`src/pmic_serial_pkg.sv`:
```
package pmic_serial_pkg;

  // serial frame layout
  localparam int          FRAME_BITS   = 16;
  localparam logic [4:0]  FRAME_LEN    = 5'h10;
  localparam logic [4:0]  CNT_MAX      = 5'h11;
  localparam logic [4:0]  WR_BIT_RISE  = 5'h05;
  localparam logic [3:0]  FIRST_BIT    = 4'hf;
  localparam int          ADDR_HI      = 15;
  localparam int          ADDR_LO      = 11;
  localparam int          WR_POS       = 10;
  localparam int          DATA_HI      = 8;
  localparam int          DATA_LO      = 1;
  localparam int          BANK_COUNT   = 15;
  localparam logic [4:0]  BANK_LIMIT   = 5'h0f;

  // diagnostic flag positions (also output word bits 15..9)
  localparam int          DIAG_W       = 7;
  localparam int          DG_FAULT     = 6;
  localparam int          DG_DEBOUNCE  = 5;
  localparam int          DG_SERIAL    = 4;
  localparam int          DG_BATTERY   = 3;
  localparam int          DG_WINDOW    = 2;
  localparam int          DG_QA_TMO    = 1;
  localparam int          DG_QA_ANS    = 0;
  localparam int          RAIL_W       = 5;

  // bus word addresses
  localparam logic [4:0]  ADR_DIAG     = 5'h00;
  localparam logic [4:0]  ADR_RAILS    = 5'h01;
  localparam logic [4:0]  ADR_IRQ_STAT = 5'h02;
  localparam logic [4:0]  ADR_IRQ_MASK = 5'h03;
  localparam logic [4:0]  ADR_LAST     = 5'h04;
  localparam logic [4:0]  ADR_BANK0    = 5'h10;

  // interrupt bits
  localparam int          IRQ_W        = 3;
  localparam int          IRQ_OK       = 0;
  localparam int          IRQ_ERR      = 1;
  localparam int          IRQ_BANKWR   = 2;

  // reset values
  localparam logic [6:0]  DIAG_RST     = 7'h00;
  localparam logic [4:0]  RAILS_RST    = 5'h00;
  localparam logic [2:0]  MASK_RST     = 3'h0;

endpackage

```
`src/link_if.sv`:
```
`timescale 1ns/10ps
interface link_if;
  logic sck_rise;
  logic sck_fall;
  logic str_low;
  logic str_fall;
  logic str_rise;
  logic sdi;

  modport sampler (output sck_rise, sck_fall, str_low, str_fall, str_rise,
                   sdi);
  modport core    (input  sck_rise, sck_fall, str_low, str_fall, str_rise,
                   sdi);
endinterface

```
`src/link_sampler.sv`:
```
`timescale 1ns/10ps
module link_sampler (
  input  wire logic clk,
  input  wire logic rst,
  input  wire logic ce,
  input  wire logic sck_pin,
  input  wire logic sdi_pin,
  input  wire logic str_n_pin,
  link_if.sampler   lk
);
  logic [2:0] pins;
  logic [2:0] s1_ff;
  logic [2:0] s2_ff;
  logic [2:0] s3_ff;
  logic [2:0] stable_ff;
  logic [2:0] prev_ff;

  assign pins = {str_n_pin, sdi_pin, sck_pin};

  // three stages per pin; a level counts once stages two and three agree
  genvar g;
  generate
    for (g = 0; g < 3; g++) begin : g_sync
      always_ff @(posedge clk) begin
        // reset to idle levels (strobe and clock high): no false edge
        if (rst) begin
          s1_ff[g]     <= (g != 1);
          s2_ff[g]     <= (g != 1);
          s3_ff[g]     <= (g != 1);
          stable_ff[g] <= (g != 1);
          prev_ff[g]   <= (g != 1);
        end else if (ce) begin
          s1_ff[g] <= pins[g];
          s2_ff[g] <= s1_ff[g];
          s3_ff[g] <= s2_ff[g];
          if (s2_ff[g] == s3_ff[g]) begin
            stable_ff[g] <= s3_ff[g];
          end
          prev_ff[g] <= stable_ff[g];
        end
      end
    end
  endgenerate

  // edge detection in core domain
  assign lk.sck_rise = stable_ff[0] & ~prev_ff[0];
  assign lk.sck_fall = ~stable_ff[0] & prev_ff[0];
  assign lk.sdi      = stable_ff[1];
  assign lk.str_low  = ~stable_ff[2];
  assign lk.str_fall = ~stable_ff[2] & prev_ff[2];
  assign lk.str_rise = stable_ff[2] & ~prev_ff[2];
endmodule

```
`src/pmic_serial_slave_port.sv`:
```
`timescale 1ns/10ps
// Contract
// Strobe high: ignore clock and data, keep shift register, output hi-z.
// Strobe low: shift data in on each rising clock, MSB first.
// Exactly 16 rising edges at strobe rise: commit word, clear diagnostics.
// Wrong edge count: drop write, keep diagnostics, set serial error.
// Strobe low: drive output MSB first, next bit per falling clock.
// Fault flag appears as first output bit as soon as strobe falls.
// Word: address 15..11, write bit 10, unused 9, data 8..1, parity 0.
// Only write bit 1 changes a register; read leaves all unchanged (a good read frame still clears diag_ff and loads last_ff).
// Write returns diagnostic flags; read returns addressed register.
// Every 16-bit word carries odd number of ones, parity in bit 0.
// Parity never stored; recomputed for every outgoing word.
// Write reply: seven flags 15..9, five rail flags 8..4, zeros, parity.
// Read reply: seven flags 15..9, register data 8..1, parity.
// Host holds clock high on strobe changes, gives 16 rising edges.
// Host keeps strobe high idle, one strobe per slave.
// Address field selects one of 15 eight-bit register banks.
// Clock and strobe synchronised into core clock, edges detected there.
module pmic_serial_slave_port
  import pmic_serial_pkg::*;
(
  input  wire logic        CLK,
  input  wire logic        RST,
  input  wire logic        CE,
  input  wire logic        SCK,
  input  wire logic        SDI,
  input  wire logic        STR_N,
  output logic             SDO,
  output logic             SDO_OE_N,
  output logic             IRQ,
  input  wire logic [4:0]  AVS_ADDRESS,
  input  wire logic        AVS_READ,
  input  wire logic        AVS_WRITE,
  input  wire logic [31:0] AVS_WRITEDATA,
  input  wire logic [3:0]  AVS_BYTEENABLE,
  output logic [31:0]      AVS_READDATA,
  output logic             AVS_WAITREQUEST
);
  link_if lk ();

  link_sampler u_sampler (
    .clk       (CLK),
    .rst       (RST),
    .ce        (CE),
    .sck_pin   (SCK),
    .sdi_pin   (SDI),
    .str_n_pin (STR_N),
    .lk        (lk.sampler)
  );

  logic [15:0]        shift_ff;
  logic [4:0]         rise_cnt_ff;
  logic [3:0]         bit_idx_ff;
  logic               wr_ff;
  logic [4:0]         addr_ff;
  logic [DIAG_W-1:0]  snap_ff;
  logic [DIAG_W-1:0]  diag_ff;
  logic [RAIL_W-1:0]  rails_ff;
  logic [7:0]         bank_ff [BANK_COUNT];
  logic [15:0]        last_ff;
  logic [IRQ_W-1:0]   irq_stat_ff;
  logic [IRQ_W-1:0]   irq_mask_ff;
  logic               ack_ff;
  logic [31:0]        rdata_ff;
  logic               sdo_ff;
  logic               oe_n_ff;
  logic [15:0]        out_word;
  logic [7:0]         cur_bank;
  logic               frame_ok;
  logic               frame_bad;
  logic               bank_wr;
  logic               bus_acc;
  logic               bus_wr;
  logic               bus_rd;
  logic [IRQ_W-1:0]   irq_evt;
  logic [31:0]        nxt_rdata;

  // ---------------- serial framing ----------------
  assign frame_ok  = lk.str_rise & (rise_cnt_ff == FRAME_LEN);
  assign frame_bad = lk.str_rise & (rise_cnt_ff != FRAME_LEN);
  assign bank_wr   = frame_ok & shift_ff[WR_POS]
                     & (shift_ff[ADDR_HI:ADDR_LO] < BANK_LIMIT);
  assign cur_bank  = (addr_ff < BANK_LIMIT) ? bank_ff[addr_ff[3:0]] : 8'h00;

  always_ff @(posedge CLK) begin
    if (RST) begin
      shift_ff    <= 16'h0000;
      rise_cnt_ff <= 5'h00;
    end else if (CE) begin
      if (lk.str_fall) begin
        rise_cnt_ff <= 5'h00;
      end else if (lk.str_low && lk.sck_rise) begin
        shift_ff <= {shift_ff[14:0], lk.sdi};
        if (rise_cnt_ff != CNT_MAX) begin
          rise_cnt_ff <= rise_cnt_ff + 5'h01;
        end
      end
    end
  end

  // write bit and address known after the sixth rising edge
  always_ff @(posedge CLK) begin
    if (RST) begin
      wr_ff   <= 1'b0;
      addr_ff <= 5'h00;
    end else if (CE) begin
      if (lk.str_fall) begin
        wr_ff   <= 1'b0;
        addr_ff <= 5'h00;
      end else if (lk.str_low && lk.sck_rise
                   && rise_cnt_ff == WR_BIT_RISE) begin
        wr_ff   <= lk.sdi;
        addr_ff <= shift_ff[4:0];
      end
    end
  end

  always_ff @(posedge CLK) begin
    if (RST) begin
      for (int i = 0; i < BANK_COUNT; i++) begin
        bank_ff[i] <= 8'h00;
      end
      last_ff <= 16'h0000;
    end else if (CE) begin
      if (frame_ok) begin
        last_ff <= shift_ff;
      end
      if (bank_wr) begin
        bank_ff[shift_ff[ADDR_LO+3:ADDR_LO]] <= shift_ff[DATA_HI:DATA_LO];
      end
    end
  end

  // ---------------- outgoing word ----------------
  always_comb begin
    out_word[15:9] = snap_ff;
    if (wr_ff) begin
      out_word[8:1] = {rails_ff, 3'h0};
    end else begin
      out_word[8:1] = cur_bank;
    end
    out_word[0] = ~^out_word[15:1];
  end

  always_ff @(posedge CLK) begin
    if (RST) begin
      snap_ff    <= DIAG_RST;
      sdo_ff     <= 1'b0;
      oe_n_ff    <= 1'b1;
      bit_idx_ff <= FIRST_BIT;
    end else if (CE) begin
      oe_n_ff <= ~lk.str_low;
      if (lk.str_fall) begin
        snap_ff    <= diag_ff;
        sdo_ff     <= diag_ff[DG_FAULT];
        bit_idx_ff <= FIRST_BIT;
      end else if (lk.str_low && lk.sck_fall && bit_idx_ff != 4'h0) begin
        sdo_ff     <= out_word[bit_idx_ff - 4'h1];
        bit_idx_ff <= bit_idx_ff - 4'h1;
      end
    end
  end

  assign SDO      = sdo_ff;
  assign SDO_OE_N = oe_n_ff;

  // ---------------- bus slave ----------------
  assign bus_acc         = AVS_READ | AVS_WRITE;
  assign AVS_WAITREQUEST = bus_acc & ~ack_ff;
  assign bus_wr          = AVS_WRITE & ack_ff & AVS_BYTEENABLE[0];
  assign bus_rd          = AVS_READ & ack_ff;
  assign AVS_READDATA    = rdata_ff;

  always_comb begin
    nxt_rdata = 32'h0000_0000;
    if (AVS_ADDRESS >= ADR_BANK0) begin
      if (AVS_ADDRESS - ADR_BANK0 < BANK_LIMIT) begin
        nxt_rdata[7:0] = bank_ff[AVS_ADDRESS[3:0]];
      end
    end else begin
      case (AVS_ADDRESS)
        ADR_DIAG:     nxt_rdata[DIAG_W-1:0] = diag_ff;
        ADR_RAILS:    nxt_rdata[RAIL_W-1:0] = rails_ff;
        ADR_IRQ_STAT: nxt_rdata[IRQ_W-1:0]  = irq_stat_ff;
        ADR_IRQ_MASK: nxt_rdata[IRQ_W-1:0]  = irq_mask_ff;
        ADR_LAST:     nxt_rdata[15:0]       = last_ff;
        default:      nxt_rdata             = 32'h0000_0000;
      endcase
    end
  end

  always_ff @(posedge CLK) begin
    if (RST) begin
      ack_ff   <= 1'b0;
      rdata_ff <= 32'h0000_0000;
    end else if (CE) begin
      ack_ff <= bus_acc & ~ack_ff;
      if (AVS_READ && !ack_ff) begin
        rdata_ff <= nxt_rdata;
      end
    end
  end

  // diagnostics: frame hardware has priority over software writes
  always_ff @(posedge CLK) begin
    if (RST) begin
      diag_ff     <= DIAG_RST;
      rails_ff    <= RAILS_RST;
      irq_mask_ff <= MASK_RST;
    end else if (CE) begin
      if (frame_ok) begin
        diag_ff <= DIAG_RST;
      end else if (frame_bad) begin
        diag_ff[DG_SERIAL] <= 1'b1;
      end else if (bus_wr && AVS_ADDRESS == ADR_DIAG) begin
        diag_ff <= AVS_WRITEDATA[DIAG_W-1:0];
      end
      if (bus_wr && AVS_ADDRESS == ADR_RAILS) begin
        rails_ff <= AVS_WRITEDATA[RAIL_W-1:0];
      end
      if (bus_wr && AVS_ADDRESS == ADR_IRQ_MASK) begin
        irq_mask_ff <= AVS_WRITEDATA[IRQ_W-1:0];
      end
    end
  end

  // sticky events; a read clears only the bits it returned
  assign irq_evt = {bank_wr, frame_bad, frame_ok};

  always_ff @(posedge CLK) begin
    if (RST) begin
      irq_stat_ff <= 3'h0;
    end else if (CE) begin
      if (bus_rd && AVS_ADDRESS == ADR_IRQ_STAT) begin
        irq_stat_ff <= (irq_stat_ff & ~rdata_ff[IRQ_W-1:0]) | irq_evt;
      end else begin
        irq_stat_ff <= irq_stat_ff | irq_evt;
      end
    end
  end

  assign IRQ = |(irq_stat_ff & irq_mask_ff);
endmodule

```
`config.mk`:
```
export PLATFORM = sky130hd
export DESIGN_NAME = pmic_serial_slave_port
export DESIGN_NICKNAME = d
export VERILOG_FILES = /design/src/pmic_serial_pkg.sv /design/src/link_if.sv /design/src/link_sampler.sv /design/src/pmic_serial_slave_port.sv
export SDC_FILE = /design/constraint.sdc
export NUM_CORES = 1
export LEC_CHECK = 0
export ABC_AREA = 1
export ABC_CLOCK_PERIOD_IN_PS = 3300
export BUFFER_PORTS_ARGS = -buffer_cell sky130_fd_sc_hd__buf_4
export CORE_ASPECT_RATIO = 0.7
export CORE_MARGIN = 1
export CORE_UTILIZATION = 58
export CTS_CLUSTER_SIZE = 24
export DETAILED_ROUTE_END_ITERATION = 7
export PLACE_DENSITY = 0.77
export SYNTH_ARGS = -nofsm -noshare
export SYNTH_HDL_FRONTEND = slang
export SYNTH_SLANG_ARGS = --single-unit
```
`constraint.sdc`:
```
create_clock -name CLK -period 3.3 [get_ports CLK]
set_clock_uncertainty 0.2 [all_clocks]
set_input_delay 0.33 -clock CLK [delete_from_list [all_inputs] [get_ports CLK]]
set_output_delay 0.33 -clock CLK [all_outputs]
set_load 0.02 [all_outputs]
```
**After elaboration in Yosys (flattened, before gate mapping)**

Memory sizes are Yosys's and may differ from the RTL's. A register that Yosys moved wholly into a read port is not among the register bits.
Index checks and enable logic that the tools add are counted.

- Div/mod/pow operators: 0
- Shifts and indexed selects: 0
- Magnitude comparators: 5
- $add $sub $neg: 3
- Equality and inequality tests: 12
- Multipliers: 0
- Reduce and logical (&&, ||, !) cells: 35
- Bitwise logic cells: 24
- Mux-type cells: 39

Operators by type and width:

| cell | number |
|---|---|
| $mux 8 | 6 |
| $mux 5 | 5 |
| $mux 4 | 6 |
| $reduce_and 2->1 | 11 |
| $lt 5x4->1 const B | 3 |
| $pmux 3 s5 | 1 |
| $reduce_xnor 15->1 | 1 |
| $mux 7 | 2 |
| $mux 1 | 13 |
| $and 1x1->1 | 12 |
| $eq 5x2->1 const B | 2 |
| $eq 5x3->1 const B | 2 |
| $ne 5x5->1 const B | 2 |
| $reduce_bool 2->1 | 5 |
| $logic_and 1x1->1 | 9 |
| $mux 9 | 1 |
| $reduce_and 3->1 | 3 |
| $reduce_or 8->1 | 1 |
| $and 3x3->3 | 2 |
| $not 1->1 | 6 |
| $or 3x3->3 | 2 |
| $pmux 2 s3 | 1 |
| $add 5x1->5 const B | 1 |
| $eq 5x1->1 const B | 1 |
| other kinds (18) | 20 |

- Memory bits (writable): 120
- Memory bits (read-only): 0
- Latch bits: 0
- Logic and storage cells: 148
- Bits of input ports: 49
- Memories: 1
- Flip-flop bits (word level): 120

Memories:

| name | words | width | rd ports | clocked after Yosys merged registers in | write ports | line | RTL |
|---|---|---|---|---|---|---|---|
| bank_ff | 15 | 8 | 2 | 1 | 15 | pmic_serial_slave_port.sv:60 | `logic [7:0] bank_ff [BANK_COUNT];` |

**Logic depth before layout (Yosys ltp)**

- Depth after elaboration: 11
- Gate-level depth with buffers: 25
- Gate-level depth less buffers: 23

**Modules after synthesis**

Synthesis repeated with hierarchy kept, for this count alone.

- Cells, all modules: 1,454
- Area total of the unflattened synthesis: 11,726.2 µm²

Modules (own cells, without submodules):

| module | area an instance (µm²) | cells an instance | times used |
|---|---|---|---|
| pmic_serial_slave_port | 11,180.7 | 1,381 | 1 |
| link_sampler | 545.5 | 73 | 1 |

**Worst setup path after synthesis**

OpenSTA, ideal clock, no wires.

- Path type: register to register
- Start: reg SDO_OE_N (netlist name)
- End: mem bank_ff[12][0] (enable)
- Required time: 2.771 ns
- Setup slack: 0.888 ns
- Library setup time: 0.329 ns
- Buffers on the path: 1
- Stages on the path, launching flop included: 8
- Data arrival time: 1.883 ns
- Path through: dfxtp_1 nor2_1 nand2_1 nor2_1 o2111ai_2 or3b_2 buf_2 nand2_1

RTL lines:

| element | line |
|---|---|
| end, declared | pmic_serial_slave_port.sv:60 |

==> impl_metrics.yaml <==
power_and_ir_drop:
  power_w: 0.00641
  p_per_area_mw_per_mm2: 485
  peakVddDrop_mv: 0.574
  p_leak_nw: 5.24
drt:
  dr.pass1.iters: 6
  via_count: 10600
  wl_per_cell_um: 19.6
  ant_nets: 0
  vias_per_cell: 5.91
  drt-initial-drc-count: 1598
  wirelength_um: 35300
  drc: 0
synthesis:
  syn_avg_cell_area_um2: 8.05
  syn_area_mm2: 0.0118
  synth_top_family_by_area: "simple AND/OR/NAND/NOR gates"
  yosys_warnings: 0
  synth.area.top_cells: "edfxtp_1 (33%), dfxtp_1 (18%), nand2_1 (9.8%)"
  synth_area_leader_cell: "edfxtp_1"
  ys.flop_type: "edfxtp_1"
  ys_ff_latch: 236
  synth_top_area_share_pct: 32.6
  syn_inst: 1463
  synth_common_cells: "nand2_1 (308), nor2_1 (185), inv_1 (163)"
  async_reset_ff_share_pct: 0
  synth_cell_types: 47
  synth-adder-area-share_pct: 0.425
  yosysSeqAreaShare_pct: 51.0
  synth-xor-area-share_pct: 0.595
  synthSimpleGateAreaFrac_pct: 22.5
  synth_compound_area_share_pct: 15.2
  synthMuxAreaShare_pct: 0
  synth_edf_count: 128
  synth_most_common_cell: "nand2_1"
final_layout:
  area_growth_pct: 12.1
  finish.utilization_pct: 66.5
  final_nets: 1563
  antenna_cells: 0
  drive_above_1_share_pct: 9.23
timing:
  finalSetupViolCount: 0
  worst_slew_pin_slew_ns: 0.904
  finalHoldViolCount: 0
  final.setup.tns_ns: 0
  relSlewSlack_pct: 39.6
  grt_setup_unrepaired: "no"
  fin_crit_sh_pct: 94.7
  fmax_ghz: 0.320
  slew_violations: 0
  period_minus_slack_ns: 3.13
place:
  gp_congestion: 0.996
  hpwl_um: 24200
  io_buffer_count: 40
global_routing:
  grt_util_met3_pct: 10.0
  antenna_found_initial: 0
  grt_use_met2_pct: 47.1
  grt_pass1_wl_um: 53300
  top_usage_layer: "met1"
  use_met1_pct: 52.1
  grt_max_degree: 86
  grt_pass1_vias: 9374
  grt_usage_pct: 34.4
  grt-ovfl-total: 0
clock_tree:
  cts_tree: "built"
  htree_levels: 1
  path_clk_slew_ns: 0.07
  clock_latency_ns: 0.53
  clock_sinks: 236
  clk_path_buf_depth: 3
  cts_buffers: 23
  root_buffer: "clkbuf_16"
setup_path:
  critPathLaunchType: "register"
  crit_chain: "inv_1 -> ha_1 -> nand4_1 -> nor2_2 -> o2111ai_2 -> nor3_1 -> buf_4 -> nand2_1 -> nand2_1"
  path_max_fanout: 9
  arrival_ns: 3.10
  slowest_delay_ns: 0.42
  cp-startpoint: "rise_cnt_ff[0]"
  crit_required_ns: 3.27
  crit_type: "reg -> reg"
  crit_path_frequent_cell: "nand2_1"
  worstReg2RegStart: "rise_cnt_ff[0]"
  critPathCaptureType: "register"
  critPathSlowestCell: "nand2_1"
floorplan:
  rows: 43
  die_h_um: 121
  die-area_mm2: 0.0209
  start_util_pct: 59.3
  ios: 85
  die_w_um: 172
  coreArea_mm2: 0.0199
worst_hold_path:
  hp-start: "RST"
  min_path_type: "in -> reg"
status:
  status: "finished, final reports clean"
flow_run:
  cap_violations: 0
==> flip-flops by register name (all words and copies together) (netlist names), 4 cells and up, named ones only <==
signal,flops
last_ff,16
bit_idx_ff,4
bank_ff,128
addr_ff,5
rise_cnt_ff,5
diag_ff,7
rails_ff,5
shift_ff,16
AVS_READDATA,16
snap_ff,7
==> worst paths after layout <==
path                    to  slack [ns]  depth (start not counted)
max reg2reg  bank_ff[1][6]        0.17                          9
max          bank_ff[1][6]        0.17                          9
min reg2reg     addr_ff[4]        0.26                          2
min            shift_ff[0]        0.02                          2
==> layout make-up <==
class	count	area, um^2
inverter	179	672
tap	270	338
clock buffer	31	677
clock inverter	11	115
timing repair buffer	90	736
fill	1684	6650
sequential	236	6010
multi-input combinational	980	4660
==> layer usage <==
metal | share of wire (%) | wire, um
met2 | 40 | 14300
met3 | 14 | 4830
met1 | 43 | 15200
met4 | 2.7 | 939
met5 | 0 | 0
==> layout by cell type (no fill, tap or decap), types with 3 or more instances in the layout <==
master	instances
buf_4	74
dlygate4sd3_1	14
a22oi_1	16
clkbuf_16	24
o21ai_0	120
nor2_2	3
edfxtp_1	128
xor2_1	3
nor2_1	182
a21oi_1	75
ha_1	4
a22o_1	8
nand3_1	125
clkinv_1	12
dfxtp_1	107
nand2_2	7
nand4_1	8
clkbuf_8	5
a211oi_1	7
inv_2	6
o211ai_1	22
inv_1	163
o22ai_1	17
o221ai_1	14
a41oi_1	4
conb_1	24
a31oi_1	5
nor3_1	6
xnor2_1	5
nand2_1	308
==> timing repair <==
action                    in CTS  in global routing
hold endpoints to repair      23                  0
setup buffers                  0                  0
hold buffers                  14                  0
resized for setup              0                  0
==> power breakdown <==
part	leakage, nW	internal (W)	switching [W]
clock network	0.391	0.00160	0.00116
logic	2.65	0.000140	0.000301
registers	2.20	0.00317	0.0000402
==> worst max-delay path: cells and delay by family (launching register included) <==
kind            cells  cell delay (ns)
compound gates      1             0.25
flops               1             0.34
simple gates        5             1.53
buf+inv             2             0.32
fa+ha+maj           1             0.16
==> cells by family (layout without fill, tap and decap cells) <==
| group | after synthesis | count (layout) |
|---|---|---|
| AOI/OAI and AO/OA | 298 | 298 |
| DFF | 236 | 236 |
| adders and majority gates | 4 | 4 |
| other | 1 | 24 |
| and+or+nand+nor | 646 | 646 |
| buffers and inverters | 270 | 311 |
| xor gates and xnor gates | 8 | 8 |
==> through the flow <==
| stage | hold WS [ns] | instances | cell area (um^2) | setup WS (ns) |
|---|---|---|---|---|
| 3_5_place_dp | 0.244 | 1741 | 12300 | 0.307 |
| 4_1_cts | 0.00691 | 1797 | 13200 | 0.293 |
| 5_1_grt | 0.0277 | 1797 | 13200 | 0.0573 |
| 6_report | 0.0181 | 1797 | 13200 | 0.174 |
| 3_3_place_gp | 0.239 | 1741 | 12300 | 0.400 |
| 2_1_floorplan | 0.229 | 1486 | 11900 | 0.888 |
No activity file was read; power rests on OpenSTA's default activity.
